## src/comparator_defines.svh

```systemverilog
// Register offsets, field positions, reset values and timing counts of the comparator control block
`ifndef COMPARATOR_DEFINES_SVH
`define COMPARATOR_DEFINES_SVH

`define ADDR_W                 3
`define OFF_CONTROL            3'h0
`define OFF_WINDOW_CONFIG      3'h1
`define OFF_INPUT_SELECT       3'h2
`define OFF_THRESHOLD_LEVEL    3'h5
`define OFF_INTERRUPT_CONFIG   3'h6
`define OFF_STATUS             3'h7

`define RST_CONTROL            8'h00
`define RST_WINDOW_CONFIG      8'h00
`define RST_INPUT_SELECT       8'h00
`define RST_THRESHOLD_LEVEL    8'hFF
`define RST_INTERRUPT_CONFIG   8'h00

`define BIT_ENABLE             0
`define BIT_INVERT             7
`define BIT_INIT_VALUE         6
`define POSSEL_HI              5
`define POSSEL_LO              3
`define NEGSEL_HI              2
`define NEGSEL_LO              0
`define TRIG_HI                5
`define TRIG_LO                4
`define BIT_IRQ_EN             0
`define WINPOS_HI              7
`define WINPOS_LO              6
`define BIT_LEVEL_STATE        4
`define BIT_IRQ_FLAG           0

`define PARTNER_SEL_OFF        2'h0
`define PARTNER_SEL_NEXT       2'h1
`define POS_MAX_CODE           3'h4
`define NEG_DIVIDER_CODE       3'h4
`define THRESHOLD_DENOM        256

`define SETTLE_TIME_NS         1000
`define CLK_PERIOD_NS          10
`define SETTLE_CYCLES          ((`SETTLE_TIME_NS + `CLK_PERIOD_NS - 1) / `CLK_PERIOD_NS)

`endif

```

## src/comparator_pkg.sv

```systemverilog
// Types shared by the comparator control block
package comparator_pkg;

  typedef enum logic [1:0] {
    WPOS_ABOVE  = 2'h0,
    WPOS_INSIDE = 2'h1,
    WPOS_BELOW  = 2'h2
  } window_pos_t;

  typedef enum logic [1:0] {
    TRIG_ANY_OR_ABOVE = 2'h0,
    TRIG_INSIDE       = 2'h1,
    TRIG_FALL_BELOW   = 2'h2,
    TRIG_RISE_OUTSIDE = 2'h3
  } trigger_t;

  typedef struct packed {
    logic [2:0] pos_sel;
    logic [2:0] neg_sel;
    logic [7:0] threshold;
    logic       enable;
  } analog_cfg_t;

endpackage : comparator_pkg

```

## src/level_sync.sv

```systemverilog
// Two-flop synchroniser for one asynchronous level
`timescale 1ns/100ps
`default_nettype none

module level_sync
(
  input  wire logic clk,
  input  wire logic reset,
  input  wire logic async_in,
  output logic      sync_out
);

  logic meta_r;

  // First flop feeds only the second
  always_ff @(posedge clk)
  begin
    if (reset)
    begin
      meta_r   <= 1'b0;
      sync_out <= 1'b0;
    end
    else
    begin
      meta_r   <= async_in;
      sync_out <= meta_r;
    end
  end

endmodule : level_sync

`default_nettype wire

```

## src/comparator_window_control.sv

```systemverilog
// Control, status and interrupt logic around one analog voltage comparator
`timescale 1ns/100ps
`default_nettype none
`include "comparator_defines.svh"

module comparator_window_control
  import comparator_pkg::*;
#(
  parameter int SETTLE_CYCLES = `SETTLE_CYCLES
)
(
  input  wire logic              clk,
  input  wire logic              reset,
  input  wire logic [`ADDR_W-1:0] addr,
  input  wire logic [7:0]        wdata,
  input  wire logic              wr,
  input  wire logic              rd,
  output logic      [7:0]        rdata,
  input  wire logic              cmp_raw,
  input  wire logic              partner_raw,
  output var analog_cfg_t        analog_cfg,
  output logic                   partner_pair,
  output logic                   cmp_out,
  output logic                   irq
);

  logic [7:0]  control_r;
  logic [1:0]  window_partner_select_r;
  logic [7:0]  input_select_r;
  logic [7:0]  threshold_level_r;
  logic [7:0]  interrupt_config_r;
  logic        irq_flag_r;
  logic [SETTLE_CYCLES > 1 ? $clog2(SETTLE_CYCLES+1)-1 : 0 : 0] settle_cnt_r;
  logic        ready_r;
  logic        result_r;
  logic        result_prev_r;
  logic        winpos_valid_r;
  window_pos_t winpos_prev_r;
  logic        level_s1_r;
  logic        level_s2_r;
  logic [7:0]  control_nxt;
  logic [1:0]  window_select_nxt;
  logic [7:0]  input_select_nxt;
  logic [7:0]  threshold_level_nxt;
  logic [7:0]  interrupt_config_nxt;
  logic        irq_flag_nxt;

  logic        cmp_sync;
  logic        partner_sync;
  logic        enable;
  logic        window_on;
  logic        inverted;
  logic        result_nxt;
  logic        level_nxt;
  logic        hit;
  logic        clear_req;
  window_pos_t winpos;
  trigger_t    trig;
  logic        output_initial_value;
  logic        invert_output;

  // Analog outputs are asynchronous to clk; resample before use
  level_sync u_cmp_sync
  (
    .clk      (clk),
    .reset    (reset),
    .async_in (cmp_raw),
    .sync_out (cmp_sync)
  );

  level_sync u_partner_sync
  (
    .clk      (clk),
    .reset    (reset),
    .async_in (partner_raw),
    .sync_out (partner_sync)
  );

  assign enable    = control_r[`BIT_ENABLE];
  assign window_on = (window_partner_select_r == `PARTNER_SEL_NEXT);
  assign trig      = trigger_t'(interrupt_config_r[`TRIG_HI:`TRIG_LO]);
  assign clear_req = wr && (addr == `OFF_STATUS) && wdata[`BIT_IRQ_FLAG];

  // This unit is the upper limit, the partner the lower limit of the window
  always_comb
  begin
    if (cmp_sync)
      winpos = WPOS_ABOVE;
    else if (partner_sync)
      winpos = WPOS_INSIDE;
    else
      winpos = WPOS_BELOW;
  end

  assign output_initial_value = input_select_r[`BIT_INIT_VALUE];
  assign invert_output        = input_select_r[`BIT_INVERT];
  assign inverted             = cmp_sync ^ invert_output;

  // Result and level state before synchronisation into status
  always_comb
  begin
    result_nxt = inverted;
    if (!ready_r)
      result_nxt = output_initial_value;
    level_nxt = result_nxt;
    if (window_on && ready_r)
    begin
      case (trig)
        TRIG_ANY_OR_ABOVE: level_nxt = (winpos == WPOS_ABOVE);
        TRIG_INSIDE:       level_nxt = (winpos == WPOS_INSIDE);
        TRIG_FALL_BELOW:   level_nxt = (winpos == WPOS_BELOW);
        TRIG_RISE_OUTSIDE: level_nxt = (winpos != WPOS_INSIDE);
        default:           level_nxt = 1'b0;
      endcase
    end
  end

  // Trigger detection on entering a window state or on a result edge
  always_comb
  begin
    hit = 1'b0;
    if (ready_r && window_on)
    begin
      if (winpos_valid_r && (winpos != winpos_prev_r))
      begin
        case (trig)
          TRIG_ANY_OR_ABOVE: hit = (winpos == WPOS_ABOVE);
          TRIG_INSIDE:       hit = (winpos == WPOS_INSIDE);
          TRIG_FALL_BELOW:   hit = (winpos == WPOS_BELOW);
          TRIG_RISE_OUTSIDE: hit = (winpos != WPOS_INSIDE) && (winpos_prev_r == WPOS_INSIDE);
          default:           hit = 1'b0;
        endcase
      end
    end
    else if (ready_r)
    begin
      case (trig)
        TRIG_ANY_OR_ABOVE: hit = (result_nxt != result_prev_r);
        TRIG_FALL_BELOW:   hit = result_prev_r && !result_nxt;
        TRIG_RISE_OUTSIDE: hit = !result_prev_r && result_nxt;
        default:           hit = 1'b0;
      endcase
    end
  end

  // Register next values; outputs load from these so a write reaches the pins on the same edge as the register
  always_comb
  begin
    control_nxt          = control_r;
    window_select_nxt    = window_partner_select_r;
    input_select_nxt     = input_select_r;
    threshold_level_nxt  = threshold_level_r;
    interrupt_config_nxt = interrupt_config_r;
    if (wr)
    begin
      case (addr)
        `OFF_CONTROL:          control_nxt = wdata;
        `OFF_WINDOW_CONFIG:    window_select_nxt = wdata[1:0];
        `OFF_INPUT_SELECT:     input_select_nxt = wdata;
        `OFF_THRESHOLD_LEVEL:  threshold_level_nxt = wdata;
        // Unused bits are dropped so they read back as zero
        `OFF_INTERRUPT_CONFIG: interrupt_config_nxt = {2'h0, wdata[5:4], 3'h0, wdata[0]};
        default:               ;
      endcase
    end
  end

  always_ff @(posedge clk)
  begin
    if (reset)
      control_r <= `RST_CONTROL;
    else
      control_r <= control_nxt;
  end

  always_ff @(posedge clk)
  begin
    if (reset)
      window_partner_select_r <= `PARTNER_SEL_OFF;
    else
      window_partner_select_r <= window_select_nxt;
  end

  always_ff @(posedge clk)
  begin
    if (reset)
      input_select_r <= `RST_INPUT_SELECT;
    else
      input_select_r <= input_select_nxt;
  end

  always_ff @(posedge clk)
  begin
    if (reset)
      threshold_level_r <= `RST_THRESHOLD_LEVEL;
    else
      threshold_level_r <= threshold_level_nxt;
  end

  always_ff @(posedge clk)
  begin
    if (reset)
      interrupt_config_r <= `RST_INTERRUPT_CONFIG;
    else
      interrupt_config_r <= interrupt_config_nxt;
  end

  // Settling counter: the analog core is trusted only after it is enabled long enough
  always_ff @(posedge clk)
  begin
    if (reset || !enable)
    begin
      settle_cnt_r <= '0;
      ready_r      <= 1'b0;
    end
    else if (!ready_r)
    begin
      if (int'(settle_cnt_r) >= SETTLE_CYCLES - 1)
        ready_r <= 1'b1;
      else
        settle_cnt_r <= settle_cnt_r + 1'b1;
    end
  end

  // Result and history for edge and window detection
  always_ff @(posedge clk)
  begin
    if (reset)
    begin
      result_r       <= 1'b0;
      result_prev_r  <= 1'b0;
      winpos_valid_r <= 1'b0;
      winpos_prev_r  <= WPOS_ABOVE;
    end
    else
    begin
      result_r       <= result_nxt;
      result_prev_r  <= result_nxt;
      winpos_valid_r <= ready_r && window_on;
      winpos_prev_r  <= winpos;
    end
  end

  // Level state reaches status one flop after the result stage, two flops in all
  always_ff @(posedge clk)
  begin
    if (reset)
    begin
      level_s1_r <= 1'b0;
      level_s2_r <= 1'b0;
    end
    else
    begin
      level_s1_r <= level_nxt;
      level_s2_r <= level_s1_r;
    end
  end

  // Sticky flag as it stands after this edge; a new hit beats a clear in the same cycle
  always_comb
  begin
    irq_flag_nxt = irq_flag_r;
    if (hit)
      irq_flag_nxt = 1'b1;
    else if (clear_req)
      irq_flag_nxt = 1'b0;
  end

  always_ff @(posedge clk)
  begin
    if (reset)
      irq_flag_r <= 1'b0;
    else
      irq_flag_r <= irq_flag_nxt;
  end

  // Built from next values so the request never lags a clear or a mask write
  always_ff @(posedge clk)
  begin
    if (reset)
      irq <= 1'b0;
    else
      irq <= interrupt_config_nxt[`BIT_IRQ_EN] && irq_flag_nxt;
  end

  // Outputs to analog core and neighbour
  always_ff @(posedge clk)
  begin
    if (reset)
    begin
      analog_cfg   <= '{pos_sel: 3'h0, neg_sel: 3'h0, threshold: `RST_THRESHOLD_LEVEL, enable: 1'b0};
      partner_pair <= 1'b0;
      cmp_out      <= 1'b0;
    end
    else
    begin
      analog_cfg.pos_sel   <= input_select_nxt[`POSSEL_HI:`POSSEL_LO];
      analog_cfg.neg_sel   <= input_select_nxt[`NEGSEL_HI:`NEGSEL_LO];
      analog_cfg.threshold <= threshold_level_nxt;
      analog_cfg.enable    <= control_nxt[`BIT_ENABLE];
      partner_pair         <= (window_select_nxt == `PARTNER_SEL_NEXT);
      cmp_out              <= result_nxt;
    end
  end

  // Read data one cycle after the read strobe
  always_ff @(posedge clk)
  begin
    if (reset)
      rdata <= 8'h00;
    else if (rd)
    begin
      case (addr)
        `OFF_CONTROL:          rdata <= control_r;
        `OFF_WINDOW_CONFIG:    rdata <= {6'h00, window_partner_select_r};
        `OFF_INPUT_SELECT:     rdata <= input_select_r;
        `OFF_THRESHOLD_LEVEL:  rdata <= threshold_level_r;
        `OFF_INTERRUPT_CONFIG: rdata <= interrupt_config_r;
        `OFF_STATUS:           rdata <= {(window_on ? winpos : WPOS_ABOVE), 1'b0, level_s2_r,
                                         3'h0, irq_flag_r};
        default:               rdata <= 8'h00;
      endcase
    end
    else
      rdata <= 8'h00;
  end

endmodule : comparator_window_control

`default_nettype wire

```

## config.mk

```make
export PLATFORM = sky130hd
export DESIGN_NAME = comparator_window_control
export DESIGN_NICKNAME = d
export VERILOG_FILES = /design/src/comparator_pkg.sv /design/src/level_sync.sv /design/src/comparator_window_control.sv
export VERILOG_INCLUDE_DIRS = /design/src /design/src/src
export SDC_FILE = /design/constraint.sdc
export NUM_CORES = 1
export LEC_CHECK = 0
export ABC_AREA = 1
export BUFFER_PORTS_ARGS = -buffer_cell sky130_fd_sc_hd__buf_2
export CELL_PAD_IN_SITES_DETAIL_PLACEMENT = 0
export CELL_PAD_IN_SITES_GLOBAL_PLACEMENT = 1
export CORE_ASPECT_RATIO = 2
export CORE_MARGIN = 2
export CORE_UTILIZATION = 28
export CTS_BUF_LIST = sky130_fd_sc_hd__clkbuf_4 sky130_fd_sc_hd__clkbuf_8
export DETAILED_ROUTE_END_ITERATION = 10
export PLACE_DENSITY = 0.62
export SYNTH_ARGS = -nofsm -noshare
export SYNTH_HDL_FRONTEND = slang
export SYNTH_HIERARCHICAL = 1
export SYNTH_SLANG_ARGS = --single-unit
```

## constraint.sdc

```tcl
create_clock -name clk -period 2.15 [get_ports clk]
set_input_delay 0.215 -clock clk [delete_from_list [all_inputs] [get_ports clk]]
set_output_delay 0.215 -clock clk [all_outputs]
set_load 0.05 [all_outputs]
```

---- Yosys cells after proc, flatten, opt, wreduce, memory -nomap -nowiden ----
Cells that the tools add are included.
storage, ports and cells
  RAM bits ................................ 0
  input bits .............................. 17
  memory bits (read-only) ................. 0
  memories kept ........................... 0
  bits in latches ......................... 0
  register bits after elaboration ......... 64
  output and inout port bits .............. 26
operators by class
  equal/unequal tests ..................... 16
  $add $sub $neg .......................... 1
  muxes and demuxes ....................... 24
  order comparisons ....................... 1
  bitwise operators ....................... 4
  shift operators ......................... 0
  divide/modulo/power cells ............... 0
  multipliers ............................. 0
  reductions and logical operators ........ 21
operator list
  cell                                            count
  case mux 8 bit (6 select lines)                 1
  two-way mux 8 bit                               2
  two-way mux 6 bit                               2
  two-way mux 1 bit                               11
  == test 2 x 1 -> 1 bit (second input constant)  5
  two-way mux 2 bit                               5
  AND reduction 2 bit                             5
  == test 3 bit (second input constant)           3
  logical AND 1 bit                               8
  case mux 1 bit (4 select lines)                 2
  adder 7 x 1 -> 7 bit (second input constant)    1
  >= comparator 7 bit (second input constant)     1
  == test 2 bit (second input constant)           3
  logical NOT 2 bit                               2
  == test 3 x 1 -> 1 bit (second input constant)  1
  == test 3 x 2 -> 1 bit (second input constant)  1
  logical NOT 1 bit                               3
  logical NOT 3 bit                               1
  NOT 1 bit                                       3
  case mux 1 bit (3 select lines)                 1
  != test 2 x 1 -> 1 bit (second input constant)  1
  != test 2 bit                                   1
  OR reduction 2 bit                              1
  logical OR 1 bit                                1
  other kinds (2)                                 2

---- Depth between registers and ports, before layout ----
  depth after elaboration ................. 9
  gate-level depth with buffers ........... 12
  depth with buffers taken out ............ 12

---- By module ----
The synthesis kept the hierarchy.
modules (own cells, without submodules)
  module                     times used  sequential area each (µm²)  cells each  area each (µm²)
  comparator_window_control  1           1,081.0                     348         2,438.6
  level_sync                 2           40.0                        6           55.1

---- Worst setup path before layout ----
OpenSTA, ideal clock, no wires.
  path type ............................... register to register
  start ................................... register ready_r
  end ..................................... register irq
  period minus slack after synthesis ...... 1.554 ns
  required time ........................... 2.029 ns
  slack ................................... 0.596 ns
  arrival time ............................ 1.432 ns
  cell stages (with the launch flop) ...... 12
  setup time .............................. 0.121 ns
  path through ............................ dfxtp_1 inv_1 o21ai_0 inv_1 ha_1 inv_1 nand2_1 nand3_1 a21oi_1 nand2_1 nand2_1 nor2_1
on the way
  longest elaborated chain between the ends .. 8
  elaborated cells between the ends (all ways) .. 11
ends and longest elaborated chain
  element                              RTL line                          RTL
  start: declaration                   comparator_window_control.sv:34   logic ready_r;
  start signal: assignment             comparator_window_control.sv:214  ready_r <= 1'b0;
  start signal: assignment             comparator_window_control.sv:219  ready_r <= 1'b1;
  two-way mux 1 bit (*)                comparator_window_control.sv:103  if (!ready_r)
  via result_nxt                       comparator_window_control.sv:53   logic result_nxt;
  logical NOT 1 bit                    comparator_window_control.sv:139  TRIG_FALL_BELOW: hit = result_prev_r && !result_nxt;
  logical AND 1 bit                    comparator_window_control.sv:139
  case mux 1 bit (3 select lines) (*)  comparator_window_control.sv:137  case (trig)
  two-way mux 1 bit (*)                comparator_window_control.sv:135  else if (ready_r)
  two-way mux 1 bit (*)                comparator_window_control.sv:122  if (ready_r && window_on)
  two-way mux 1 bit (*)                comparator_window_control.sv:263  if (hit)
  logical AND 1 bit (*)                comparator_window_control.sv:283  irq <= interrupt_config_nxt[`BIT_IRQ_EN] && irq_flag_nxt;
  end signal: assignment               comparator_window_control.sv:283
  end: declaration                     comparator_window_control.sv:24   output logic irq
Mark *: on every way through the listed nets, which the timed path passes. The rest lies on a longest branch.
A chain may end at the register's enable or synchronous reset.

---- Final worst setup path ----
Same ends and word-level chain as after synthesis.

==> metrics.csv <==
stage;metric;value;unit
outcome;status;finished, final reports clean;
synth;synth-seq-area-share;45.56;%
global_route;grtUsageMet2;28.90;%
worst_setup_path;crit_arrival;2.02;ns
placement;port_buffers;42;
drt;ant_nets;0;
clock_network;post_cts_buffers;0;
final_layout;finalNetCount;425;
synth;ys_top_cells_by_area;dfxtp_1 (46%), nand2_1 (13%), nor2_1 (7.7%);
synth;syn_inst;360;
final_layout;n_fill_cell;1003;
worst_setup_path;path_cells;inv_1, o21ai_0, inv_1, ha_1, inv_1, nand2_1, nand3_1, a21oi_1, nand2_1, nand2_1, nor2_1;
drt;drt-initial-drc-count;100;
timing;timing.fmax;558.9;MHz
power_and_ir_drop;p_leak;1.383;nW
worst_setup_path;cp_slowest_stage_delay;0.38;ns
worst_setup_path;cp_top_family;compound AO/OA/AOI/OAI gates;
drt;wl;7.011;mm
floorplan;core;8951;um^2
timing;rsz0062_at_grt;no;
clock_network;cts_max_level;3;
final_layout;n_antenna_cell;0;
final_layout;finish.utilization;34.08;%
final_layout;final_cell_mix;nand2_1 (90), dfxtp_1 (58), nor2_1 (52), inv_1 (46), buf_2 (42);
worst_setup_path;cp-end-kind;register;
power_and_ir_drop;finalPower;2.392;mW
global_route;grt.busiest_layer;met2;
worst_setup_path;cp_num_buf_inv;3;
synth;netlist.area_leader.share;45.56;%
clock_network;root_buffer;clkbuf_8;
worst_setup_path;cp-start-kind;register;
drt;post_drt_via_cell_ratio;4.628;
worst_setup_path;critPathKind;reg2reg;
floorplan;die_width;71.46;um
flow_run;maxCapViolCount;0;
final_layout;post_route_cells_drive_above_1_share;17.11;%
synth;synth_top_cell_by_area;dfxtp_1;
clock_network;clock_path_buffers;2;
clock_network;clkTransAtPathRegs;0.06;ns
floorplan;die_h;138.9;um
power_and_ir_drop;p_per_area;784.0;nW/um^2
timing;drv_slew;0;
worst_setup_path;slowest_stage;o21ai_0;
global_route;grt_pass1_vias;2389;
clock_network;cts_tree;done;
worst_hold_path;hp-class;in2reg;
floorplan;die-area;9928;um^2
placement;place_inst;496;
clock_network;clock-sinks;58;
final_layout;fin_cells;511;
synth;synthesis.nets;380;
final_layout;syn2layout_area_growth;19.69;%
global_route;grt_max_degree;23;
timing;hold_viol;0;
synth;avgSynthCellArea;7.080;um^2
timing;finalCritPeriodShare;83.22;%
drt;num_vias;2365;
drt;wl_per_cell;13.72;um
global_route;grt_use_total;15.42;%
timing;finalSetupViolCount;0;
global_route;grtUsageMet1;14.25;%
global_route;grt_first_pass_wirelength;11.50;mm
clock_network;cts_made_buffers;9;
synth;synth_edf_count;0;
global_route;antenna_found_initial;0;
final_layout;final_common_cell;nand2_1;
synth;postSynthRegisterBits;58;
drt;drc_errors;0;
clock_network;cts_hold_buf;0;
floorplan;rows;49;
synth;yosys_warnings;6;
synth;synth_area;2549;um^2
placement;place.gp.congestion;0.7555;
worst_setup_path;crit_required;2.38;ns
timing;tightest_slew;0.4364;ns
timing;fin_worst_skew;0.01177;ns
synth;async_flop_share;0;%
clock_network;cts_resized;0;
clock_network;clock_latency;0.35;ns
power_and_ir_drop;max-vdd-ir-drop;0.0002350;V
global_route;grt_overflow;0;
synth;ys_types;28;
placement;hpwl;5.425;mm
floorplan;boundaryPins;43;
worst_setup_path;critPathMaxFanout;8;
drt;dr.pass1.iters;4;
floorplan;initial_core_util;28.47;%
synth;synth_ff_type;dfxtp_1;
timing;min_period;1.789;ns
timing;tns;0;ns
worst_setup_path;r2r_setup_slack;0.36;ns
timing;timing.slew.headroom;70.83;%
global_route;use_met3;4.506;%
registers in the layout (all words and copies together), names as in the netlist:
register / flops
rdata: 8
level_s2_r: 1
winpos_valid_r: 1
irq: 1
winpos_prev_r: 2
level_s1_r: 1
partner_pair: 1
u_cmp_sync/meta_r: 1
interrupt_config_r: 3
settle_cnt_r: 7
u_cmp_sync/sync_out: 1
cmp_out: 1
irq_flag_r: 1
control_r: 8
input_select_r: 8
analog_cfg: 8
ready_r: 1
window_partner_select_r: 2
u_partner_sync/sync_out: 1
u_partner_sync/meta_r: 1
metrics by stage:
| step | hold slack, ns | instance area (um^2) | setup WS [ns] |
|---|---|---|---|
| final | 0.07301 | 3050 | 0.3607 |
| after global routing | 0.09815 | 3050 | 0.1485 |
| after CTS | 0.06456 | 3050 | 0.3816 |
| after detailed placement | 0.3985 | 2843 | 0.3977 |
| after global placement | 0.3919 | 2843 | 0.4452 |
| after floorplan | 0.2862 | 2549 | 0.5961 |
cells by family (layout without fill, tap and decap cells):
family                   Yosys count  after routing  synth area share (%)
AND/OR/NAND/NOR                  187            187                 30.58
buffers and inverters             62            111                 10.75
flip-flops                        58             58                 45.56
AO/OA/AOI/OAI                     46             46                 10.26
XOR/XNOR                           4              4                 1.375
adder cells (fa/ha/maj)            3              3                 1.473
cell usage after synthesis, types with 2 or more instances:
cell,count
a31oi_1,5
nand2_1,90
ha_1,3
nand3_1,35
buf_2,5
a22oi_1,3
nand4_1,3
a41oi_1,3
xnor2_1,2
a21oi_1,18
dfxtp_1,58
buf_4,7
inv_1,46
nor2_1,52
o21ai_0,15
xor2_1,2
nor2_2,2
tightest hold or removal path: stages:
cell and delay (ns):
buf_2 0.07, inv_1 0.03, nor2_1 0.06
path summary, 6_finish.rpt:
kind,from,to,cells after the start
max,ready_r,irq,11
min,cmp_raw,u_cmp_sync/meta_r,3
max reg2reg,ready_r,irq,11
min reg2reg,u_partner_sync/meta_r,u_partner_sync/sync_out,2
per-layer routing:
metal | up-vias | wire length, um | share of wire [%]
li1 | 1226 | - | -
met1 | 1078 | 2502 | 36
met2 | 48 | 4027 | 57
met3 | 13 | 272 | 3.9
met4 | 0 | 208 | 3.0
met5 | - | 0 | 0
where the power goes:
| group | switching, mW | total, mW | leakage, nW | internal, mW |
|---|---|---|---|---|
| Combinational | 0.149 | 0.207 | 0.803 | 0.0581 |
| Clock | 0.431 | 1.07 | 0.109 | 0.635 |
| Sequential | 0.0174 | 1.12 | 0.471 | 1.10 |
layout make-up:
class / count / area, um^2 / area share (%)
inverter: 47 / 177.7 / 5.824
timing repair buffer: 49 / 262.8 / 8.614
multi-input combinational: 240 / 1114 / 36.51
clock inverter: 2 / 35.03 / 1.148
sequential: 58 / 1161 / 38.06
tap: 102 / 127.6 / 4.184
clock buffer: 13 / 172.7 / 5.660
No activity file was read; power rests on OpenSTA's default activity.
